File: config.mk
export PLATFORM = sky130hd
export DESIGN_NAME = ain_scale
export DESIGN_NICKNAME = d
export VERILOG_FILES = /design/src/inc/ain_scale_pkg.sv /design/src/ain_scale.sv
export SDC_FILE = /design/constraint.sdc
export NUM_CORES = 1
export LEC_CHECK = 0
export ABC_AREA = 1
export BUFFER_PORTS_ARGS = -buffer_cell sky130_fd_sc_hd__buf_2
export CORE_UTILIZATION = 63
export DETAILED_ROUTE_END_ITERATION = 8
export PLACE_DENSITY = 0.82
export SYNTH_ARGS = -nofsm -noshare
export SYNTH_HDL_FRONTEND = slang
export SYNTH_SLANG_ARGS = --single-unit
File: constraint.sdc
create_clock -name core_clk -period 12.2 [get_ports core_clk]
set_input_delay 3.66 -clock core_clk [delete_from_list [all_inputs] [get_ports core_clk]]
set_output_delay 3.66 -clock core_clk [all_outputs]
set_load 0.1 [all_outputs]
File: src/inc/ain_scale_pkg.sv
// Purpose: shared constants and types for the analog input scaling block
// Assumes: object dictionary entries addressed by 16-bit index and 8-bit subindex
// Notes:   channel 2 exists only when the fitted strap is high after reset
package ain_scale_pkg;

   // object dictionary indices and subindices
   localparam logic [15:0] IDX_VALUE   = 16'h3320;
   localparam logic [15:0] IDX_OFFSET  = 16'h3321;
   localparam logic [15:0] IDX_MULT    = 16'h3322;
   localparam logic [15:0] IDX_DIVISOR = 16'h3323;
   localparam logic [7:0]  SUB_COUNT   = 8'h00;
   localparam logic [7:0]  SUB_CH1     = 8'h01;
   localparam logic [7:0]  SUB_CH2     = 8'h02;

   // entry counts and reset values
   localparam logic [7:0]  COUNT_BASE  = 8'h01;
   localparam logic [7:0]  COUNT_FULL  = 8'h02;
   localparam logic [15:0] OFFSET_RST  = 16'h0000;
   localparam logic [15:0] MULT_RST    = 16'h0FFF;
   localparam logic [15:0] DIVISOR_RST = 16'h0FFF;
   localparam logic [31:0] VALUE_RST   = 32'h0000_0000;

   // datapath sizes
   localparam int          CH_NUM      = 2;
   localparam int          ADC_W       = 10;
   localparam logic [5:0]  DIV_STEPS   = 6'h21;  // one step per bit of the 33-bit product
   localparam logic [1:0]  STRAP_FILL  = 2'h3;   // cycles to fill the strap synchroniser

   // current input scale: full scale in uA over the top converter count
   localparam int          CUR_FS_UA   = 20000;
   localparam int          CUR_MAX_CNT = 1023;

   typedef enum logic [1:0] {ST_IDLE, ST_DIV, ST_STORE} phase_t;

   // per-channel parameters, presented value and pending raw sample
   typedef struct packed {
      logic [15:0]      offset;
      logic [15:0]      mult;
      logic [15:0]      divisor;
      logic [31:0]      value;
      logic [ADC_W-1:0] raw;
      logic             pend;
   } chan_t;

   // object dictionary request and answer
   typedef struct packed {
      logic        rd;
      logic        wr;
      logic [15:0] index;
      logic [7:0]  sub;
      logic [31:0] wdata;
   } od_req_t;

   typedef struct packed {
      logic        ack;
      logic        err;
      logic [31:0] rdata;
   } od_rsp_t;

   // converter sample strobe
   typedef struct packed {
      logic             valid;
      logic             chan;
      logic [ADC_W-1:0] data;
   } adc_smp_t;

endpackage

File: src/ain_scale.sv
// Purpose: offset, multiply and divide each converter reading into a user-unit value
// Assumes: samples and dictionary requests come from logic on core_clk
// Notes:   one shared serial divider; a newer sample replaces an unprocessed one
//
// How it works
// - each channel value is refreshed from its latest converter sample when its denominator is nonzero
// - signed offset is added to the raw reading before any scaling
// - offset-corrected reading is multiplied by the channel numerator
// - the product is divided by the channel denominator before storing
// - default offset, numerator and denominator leave the raw count unchanged
// - current input: one count is 20 mA over 1023, linear mapping
// - channel values are signed 32-bit read-only, zero after reset
// - offsets are signed 16-bit read/write, zero after reset
// - numerators are signed 16-bit read/write, default multiplier after reset
// - read-only entry count reports channels, resets to one
// - a fitted second channel has its own value and parameters
`timescale 1ns/10ps
`default_nettype none

module ain_scale (
   input  wire logic                    core_clk,
   input  wire logic                    rst_n,
   input  wire ain_scale_pkg::adc_smp_t adc_smp,
   input  wire logic                    ch2_fitted_strap,
   input  wire ain_scale_pkg::od_req_t  od_req,
   output var  ain_scale_pkg::od_rsp_t  od_rsp,
   output logic [31:0]                  ch1_value,
   output logic [31:0]                  ch2_value,
   output logic [7:0]                   entry_count
);

   // every flip-flop of the block lives in this one struct
   typedef struct packed {
      ain_scale_pkg::chan_t [ain_scale_pkg::CH_NUM-1:0] ch;
      ain_scale_pkg::phase_t                            phase;
      logic                                             cur;
      logic                                             neg;
      logic [32:0]                                      dvd;
      logic [15:0]                                      dmag;
      logic [16:0]                                      rem;
      logic [32:0]                                      quo;
      logic [5:0]                                       step;
      logic [2:0]                                       strap_sync;
      logic [1:0]                                       strap_fill;
      logic                                             strap_done;
      logic                                             fitted;
      logic [7:0]                                       count;
      ain_scale_pkg::od_rsp_t                           rsp;
   } state_t;

   state_t st_r;
   state_t st_nxt;

   // datapath scratch
   logic signed [16:0] sum;
   logic signed [32:0] prod;
   logic [32:0]        pmag;
   logic [16:0]        trial;
   logic [32:0]        res;
   logic               sel;
   logic               hit;
   logic               chan_ok;
   logic               ch_idx;

   // next-state logic: sampling, scaling sequence, strap capture, dictionary access
   always_comb begin
      st_nxt  = st_r;
      sum     = '0;
      prod    = '0;
      pmag    = '0;
      trial   = '0;
      res     = '0;
      sel     = 1'b0;
      hit     = 1'b0;
      chan_ok = 1'b0;
      ch_idx  = 1'b0;

      // strap passes three flops and is caught once the last two agree
      st_nxt.strap_sync = {st_r.strap_sync[1:0], ch2_fitted_strap};
      if (!st_r.strap_done) begin
         if (st_r.strap_fill != ain_scale_pkg::STRAP_FILL) begin
            st_nxt.strap_fill = st_r.strap_fill + 2'h1;
         end else if (st_r.strap_sync[1] == st_r.strap_sync[2]) begin
            st_nxt.strap_done = 1'b1;
            st_nxt.fitted     = st_r.strap_sync[2];
            st_nxt.count      = st_r.strap_sync[2] ? ain_scale_pkg::COUNT_FULL
                                                   : ain_scale_pkg::COUNT_BASE;
         end
      end

      // scaling sequence on the shared divider
      unique case (st_r.phase)
         ain_scale_pkg::ST_IDLE: begin
            sel = !st_r.ch[0].pend;  // channel 1 first, channel 2 when 1 is idle
            if (st_r.ch[sel].pend) begin
               st_nxt.ch[sel].pend = 1'b0;
               st_nxt.cur          = sel;
               // offset first, then numerator; a 10-bit count plus any 16-bit
               // offset fits the 17-bit sum, and the 33-bit product holds any
               // 17 by 16 signed pair, so nothing is lost before the divide
               // a current input loads full scale as numerator and the top count
               // as denominator, giving a linear count-to-current mapping
               sum  = 17'(signed'({7'h00, st_r.ch[sel].raw}))
                    + 17'(signed'(st_r.ch[sel].offset));
               prod = 33'(sum) * 33'(signed'(st_r.ch[sel].mult));
               pmag = prod[32] ? 33'(-prod) : 33'(prod);
               if (st_r.ch[sel].divisor != 16'h0000) begin
                  st_nxt.neg   = prod[32] ^ st_r.ch[sel].divisor[15];
                  st_nxt.dvd   = pmag;
                  st_nxt.dmag  = st_r.ch[sel].divisor[15] ? 16'(-st_r.ch[sel].divisor)
                                                          : st_r.ch[sel].divisor;
                  st_nxt.rem   = '0;
                  st_nxt.quo   = '0;
                  st_nxt.step  = '0;
                  st_nxt.phase = ain_scale_pkg::ST_DIV;
               end
            end
         end
         ain_scale_pkg::ST_DIV: begin
            // restoring division on magnitudes, one quotient bit per cycle
            trial = {st_r.rem[15:0], st_r.dvd[32]};
            st_nxt.dvd = {st_r.dvd[31:0], 1'b0};
            if (trial >= {1'b0, st_r.dmag}) begin
               st_nxt.rem = trial - {1'b0, st_r.dmag};
               st_nxt.quo = {st_r.quo[31:0], 1'b1};
            end else begin
               st_nxt.rem = trial;
               st_nxt.quo = {st_r.quo[31:0], 1'b0};
            end
            st_nxt.step = st_r.step + 6'h01;
            if (st_r.step == ain_scale_pkg::DIV_STEPS - 6'h01) begin
               st_nxt.phase = ain_scale_pkg::ST_STORE;
            end
         end
         ain_scale_pkg::ST_STORE: begin
            // quotient truncates toward zero; out-of-range results wrap to 32 bits
            res = st_r.neg ? 33'(-st_r.quo) : st_r.quo;
            st_nxt.ch[st_r.cur].value = res[31:0];
            st_nxt.phase              = ain_scale_pkg::ST_IDLE;
         end
         default: begin
            st_nxt.phase = ain_scale_pkg::ST_IDLE;
         end
      endcase

      // a new sample after the clear above, so a same-cycle arrival is kept
      if (adc_smp.valid && (!adc_smp.chan || st_r.fitted)) begin
         st_nxt.ch[adc_smp.chan].raw  = adc_smp.data;
         st_nxt.ch[adc_smp.chan].pend = 1'b1;
      end

      // dictionary access: answer one cycle after the request
      // a read and a write in one cycle are served as the read alone
      st_nxt.rsp.ack = od_req.rd || od_req.wr;
      st_nxt.rsp.err = 1'b0;
      if (od_req.rd || od_req.wr) begin
         st_nxt.rsp.rdata = '0;
      end
      chan_ok = (od_req.sub == ain_scale_pkg::SUB_CH1)
             || (od_req.sub == ain_scale_pkg::SUB_CH2 && st_r.fitted);
      ch_idx  = (od_req.sub == ain_scale_pkg::SUB_CH2);
      hit     = (od_req.index == ain_scale_pkg::IDX_VALUE)
             || (od_req.index == ain_scale_pkg::IDX_OFFSET)
             || (od_req.index == ain_scale_pkg::IDX_MULT)
             || (od_req.index == ain_scale_pkg::IDX_DIVISOR);
      if (od_req.rd) begin
         if (!hit) begin
            st_nxt.rsp.err = 1'b1;
         end else if (od_req.sub == ain_scale_pkg::SUB_COUNT) begin
            st_nxt.rsp.rdata = {24'h000000, st_r.count};
         end else if (!chan_ok) begin
            st_nxt.rsp.err = 1'b1;
         end else if (od_req.index == ain_scale_pkg::IDX_VALUE) begin
            st_nxt.rsp.rdata = st_r.ch[ch_idx].value;
         end else if (od_req.index == ain_scale_pkg::IDX_OFFSET) begin
            st_nxt.rsp.rdata = {{16{st_r.ch[ch_idx].offset[15]}}, st_r.ch[ch_idx].offset};
         end else if (od_req.index == ain_scale_pkg::IDX_MULT) begin
            st_nxt.rsp.rdata = {{16{st_r.ch[ch_idx].mult[15]}}, st_r.ch[ch_idx].mult};
         end else begin
            st_nxt.rsp.rdata = {{16{st_r.ch[ch_idx].divisor[15]}}, st_r.ch[ch_idx].divisor};
         end
      end else if (od_req.wr) begin
         // counts and values refuse writes; parameters take the low 16 bits
         if (!hit || od_req.sub == ain_scale_pkg::SUB_COUNT || !chan_ok
             || od_req.index == ain_scale_pkg::IDX_VALUE) begin
            st_nxt.rsp.err = 1'b1;
         end else if (od_req.index == ain_scale_pkg::IDX_OFFSET) begin
            st_nxt.ch[ch_idx].offset = od_req.wdata[15:0];
         end else if (od_req.index == ain_scale_pkg::IDX_MULT) begin
            st_nxt.ch[ch_idx].mult = od_req.wdata[15:0];
         end else begin
            st_nxt.ch[ch_idx].divisor = od_req.wdata[15:0];
         end
      end
   end

   // single state register; reset loads constants only
   // values clear at reset, so a read before the first result gives zero
   always_ff @(posedge core_clk or negedge rst_n) begin
      if (!rst_n) begin
         st_r            <= '0;
         st_r.phase      <= ain_scale_pkg::ST_IDLE;
         st_r.count      <= ain_scale_pkg::COUNT_BASE;
         for (int i = 0; i < ain_scale_pkg::CH_NUM; i++) begin
            st_r.ch[i].offset  <= ain_scale_pkg::OFFSET_RST;
            st_r.ch[i].mult    <= ain_scale_pkg::MULT_RST;
            st_r.ch[i].divisor <= ain_scale_pkg::DIVISOR_RST;
            st_r.ch[i].value   <= ain_scale_pkg::VALUE_RST;
         end
      end else begin
         st_r <= st_nxt;
      end
   end

   // outputs are fields of the state register
   assign od_rsp      = st_r.rsp;
   assign ch1_value   = st_r.ch[0].value;
   assign ch2_value   = st_r.ch[1].value;
   assign entry_count = st_r.count;

endmodule // ain_scale

`default_nettype wire

==> impl_metrics.prom <==
# TYPE chip_impl_metric gauge
chip_impl_metric{name="max_cap_viol_count",unit=""} 0
chip_impl_metric{name="ys_seq_elements",unit=""} 331
chip_impl_metric{name="final.min_clock_period",unit="ns"} 10.63
chip_impl_metric{name="antenna_cells_inserted",unit=""} 0
chip_impl_metric{name="grt_first_pass_wirelength",unit="um"} 125000
chip_impl_metric{name="hold_buffers",unit=""} 0
chip_impl_metric{name="total_power_density_per_cell_area",unit="nW/um^2"} 133
chip_impl_metric{name="crit_path_max_incr_delay",unit="ns"} 0.88
chip_impl_metric{name="final-max-slew-violation-count",unit=""} 0
chip_impl_metric{name="grt_start_max_net_pins",unit=""} 162
chip_impl_metric{name="min_delay_path_depth",unit=""} 0
chip_impl_info{name="clock_tree_root_driver_cell",value="sky130_fd_sc_hd__clkbuf_16"} 1
chip_impl_metric{name="pin_count",unit=""} 179
chip_impl_metric{name="tightest_slew",unit="ns"} 1.30
chip_impl_metric{name="detailed_place.area",unit="um^2"} 30200
chip_impl_metric{name="leakage",unit="nW"} 16.4
chip_impl_info{name="rsz_0062_raised_after_global_routing",value="false"} 1
chip_impl_metric{name="setup-tns-final",unit="ns"} 0
chip_impl_metric{name="placed_cells",unit=""} 4406
chip_impl_metric{name="numClockSinks",unit=""} 331
chip_impl_metric{name="synthesis.area_per_instance",unit="um^2"} 7.74
chip_impl_metric{name="final-setup-viol-count",unit=""} 0
chip_impl_metric{name="synth_sequential_area_ratio",unit=""} 0.281
chip_impl_info{name="critical_path_class",value="reg -> reg"} 1
chip_impl_info{name="outcome",value="finished, final reports clean"} 1
chip_impl_metric{name="power",unit="mW"} 4.18
chip_impl_metric{name="die_w",unit="um"} 219
chip_impl_info{name="crit_path_start_kind",value="register"} 1
chip_impl_metric{name="crit_fanout",unit=""} 46
chip_impl_metric{name="utilization",unit=""} 0.674
chip_impl_metric{name="drc",unit=""} 0
chip_impl_metric{name="power.ir.vdd_worst",unit="uV"} 155
chip_impl_metric{name="clock-skew-final",unit="ns"} 0.0288
chip_impl_metric{name="area_growth_syn_to_layout",unit="%"} 5.60
chip_impl_metric{name="cts_post_setup_buffers_inserted",unit=""} 0
chip_impl_metric{name="r2r.worst_path.cells",unit=""} 44
chip_impl_metric{name="port_buffers",unit=""} 156
chip_impl_metric{name="routed_wire_length_per_instance",unit="um"} 17.1
chip_impl_metric{name="final_net_count",unit=""} 4299
chip_impl_metric{name="synth_cell_type_count",unit=""} 61
chip_impl_metric{name="synth_cells",unit=""} 3837
chip_impl_metric{name="layout.cell_area.non_filler",unit="um^2"} 31400
chip_impl_metric{name="path_clk_slew",unit="ns"} 0.06
chip_impl_metric{name="htree_num_levels",unit=""} 2
chip_impl_metric{name="worst_slew_margin_rel",unit=""} 0.122
chip_impl_metric{name="ff_latch_area",unit="um^2"} 8350
chip_impl_metric{name="drive_gt1_frac",unit=""} 0.0994
chip_impl_metric{name="cts_buffers",unit=""} 37
chip_impl_metric{name="number_of_global_route_vias_before_repair",unit=""} 25000
chip_impl_info{name="critical_path.most_common_cell",value="sky130_fd_sc_hd__nand2_1"} 1
chip_impl_metric{name="min_period_over_period",unit=""} 0.871
chip_impl_info{name="cts_tree",value="done"} 1
chip_impl_metric{name="detailed_router_iteration_count_before_antenna_repair",unit=""} 5
chip_impl_metric{name="post_cts.resized_instances",unit=""} 0
chip_impl_metric{name="post_layout_nonfiller_instances",unit=""} 4471
chip_impl_metric{name="track_usage",unit=""} 0.332
chip_impl_metric{name="number_of_drc_markers_after_the_initial_detailed_route_iteration",unit=""} 1989
chip_impl_info{name="critPathSlowestCell",value="sky130_fd_sc_hd__fa_1"} 1
chip_impl_metric{name="dp.final_hpwl",unit="um"} 58000
chip_impl_metric{name="max_clock_freq",unit="GHz"} 0.0941
chip_impl_metric{name="synth_warnings",unit=""} 0
chip_impl_metric{name="report.final.hold_viol_count",unit=""} 0
chip_impl_metric{name="crit_arrival",unit="ns"} 11.11
chip_impl_metric{name="antenna_left",unit=""} 0
chip_impl_metric{name="dr_total_vias",unit=""} 25100
chip_impl_metric{name="wl",unit="um"} 76500
chip_impl_metric{name="floorplan.die_area",unit="um^2"} 48000
chip_impl_metric{name="multiInputGateArea",unit="um^2"} 17400
chip_impl_metric{name="critical_path_required",unit="ns"} 12.68
chip_impl_metric{name="async_flop_share",unit=""} 1.00
chip_impl_metric{name="clk_buf_depth",unit=""} 3
chip_impl_info{name="crit_path_end_kind",value="register"} 1
chip_impl_metric{name="initial_utilization",unit=""} 0.638
chip_impl_metric{name="final.fill_count",unit=""} 3875
chip_impl_metric{name="synth-edff-count",unit=""} 0
chip_impl_metric{name="gp_routability_congestion",unit=""} 0.961
chip_impl_info{name="ys.flop_type",value="sky130_fd_sc_hd__dfrtp_1"} 1
chip_impl_metric{name="viasPerCell",unit=""} 5.62
chip_impl_metric{name="core_region_area",unit="um^2"} 46600
chip_impl_metric{name="synth_area",unit="um^2"} 29700
chip_impl_metric{name="globalRoute.totalOverflow",unit=""} 0
chip_impl_metric{name="antenna_violations_before_repair",unit=""} 1
chip_impl_metric{name="chipHeight",unit="um"} 219
chip_impl_info{name="hp-class",value="reg -> reg"} 1
chip_impl_metric{name="clock_insertion_delay_worst_skew",unit="ns"} 0.56
chip_impl_metric{name="core.rowCount",unit=""} 79
-- where the power goes --
group | switching [mW] | internal [mW]
clock network | 0.455 | 0.673
logic | 1.17 | 0.495
registers | 0.136 | 1.25
total | 1.76 | 2.42
-- area by class of cell --
type                    count  area share
flip-flops and latches    331       0.266
multi-input cells        2597       0.556
well taps                 607      0.0242
inverters                 682      0.0816
clock buffers              53      0.0340
clock inverters            12     0.00482
repair buffers            189      0.0335
-- final timing paths --
path / startpoint / endpoint / slack [ns]
max: st_r[158]$_DFF_PN0_ / st_r[127]$_DFFE_PN0P_ / 1.57
min: st_nxt[47]$_DFF_PN0_ / st_nxt[48]$_DFF_PN0_ / 0.34
max reg2reg: st_r[158]$_DFF_PN0_ / st_r[127]$_DFFE_PN0P_ / 1.57
min reg2reg: st_nxt[47]$_DFF_PN0_ / st_nxt[48]$_DFF_PN0_ / 0.34
max in group asynchronous: rst_n / st_r[64]$_DFFE_PN0P_ / 7.57
min in group asynchronous: rst_n / asynchronous set/reset pin / 3.11
-- cells in the mapped netlist, types with 15 or more instances --
cell type | instances | area, um^2
sky130_fd_sc_hd__nand2_1 | 1030 | 3870
sky130_fd_sc_hd__inv_1 | 663 | 2490
sky130_fd_sc_hd__dfrtp_1 | 282 | 7060
sky130_fd_sc_hd__fa_1 | 272 | 5450
sky130_fd_sc_hd__nor2_1 | 269 | 1010
sky130_fd_sc_hd__o21ai_0 | 221 | 1110
sky130_fd_sc_hd__nand3_1 | 134 | 671
sky130_fd_sc_hd__ha_1 | 116 | 1450
sky130_fd_sc_hd__buf_4 | 108 | 811
sky130_fd_sc_hd__clkbuf_1 | 79 | 297
sky130_fd_sc_hd__a21oi_1 | 73 | 365
sky130_fd_sc_hd__o21ai_1 | 65 | 325
sky130_fd_sc_hd__o22ai_1 | 63 | 394
sky130_fd_sc_hd__xor2_1 | 59 | 517
sky130_fd_sc_hd__dfstp_2 | 49 | 1290
sky130_fd_sc_hd__nand4_1 | 37 | 231
sky130_fd_sc_hd__buf_2 | 30 | 150
sky130_fd_sc_hd__xnor2_1 | 25 | 219
sky130_fd_sc_hd__a31oi_1 | 22 | 138
sky130_fd_sc_hd__o211ai_1 | 22 | 165
sky130_fd_sc_hd__a22oi_1 | 18 | 135
sky130_fd_sc_hd__o21ai_2 | 18 | 158
sky130_fd_sc_hd__a22o_1 | 16 | 140
sky130_fd_sc_hd__nor3_1 | 15 | 75.1
-- cells by family after synthesis --
group,after synthesis,synth area share
and+or+nand+nor,1548,0.214
buffers and inverters,914,0.133
AOI/OAI and AO/OA,559,0.110
adders and majority gates,388,0.232
DFF,331,0.281
xor gates and xnor gates,84,0.0248
muxes,12,0.00451
other,1,0.000126
-- layout by cell type, fill, tap and decap left out, types with 25 or more instances in the layout --
cell type                   count
sky130_fd_sc_hd__nor2_1       266
sky130_fd_sc_hd__xnor2_1       25
sky130_fd_sc_hd__dfstp_2       49
sky130_fd_sc_hd__ha_1         116
sky130_fd_sc_hd__fa_1         272
sky130_fd_sc_hd__xor2_1        59
sky130_fd_sc_hd__dfrtp_1      281
sky130_fd_sc_hd__nand4_1       37
sky130_fd_sc_hd__o22ai_1       63
sky130_fd_sc_hd__clkbuf_16     37
sky130_fd_sc_hd__o21ai_0      221
sky130_fd_sc_hd__nand2_1     1030
sky130_fd_sc_hd__buf_2        155
sky130_fd_sc_hd__a21oi_1       73
sky130_fd_sc_hd__buf_4         32
sky130_fd_sc_hd__inv_1        663
sky130_fd_sc_hd__nand3_1      134
sky130_fd_sc_hd__o21ai_1       65
-- worst max-delay path: cells and delay by family, from the launching register on --
| kind | cells | cell delay, ns |
|---|---|---|
| compound gates | 11 | 1.77 |
| xor+xnor | 1 | 0.21 |
| fa+ha+maj | 7 | 3.79 |
| buf+inv | 8 | 1.16 |
| flops | 1 | 0.83 |
| simple gates | 17 | 2.71 |
-- metrics by stage --
step	worst slack, ns	hold WS (ns)
finish	1.57	0.345
global placement	1.97	0.335
CTS	1.68	0.349
floorplan	3.24	0.331
detailed placement	1.74	0.340
global route	0.700	0.358
-- layer usage --
metal  wire length [um]  global-route usage
met1              30100               0.410
met2              36600               0.558
met3               6080              0.0661
met4               3780               0.162
met5                 14                   0
Power figures use the tool's default switching activity.
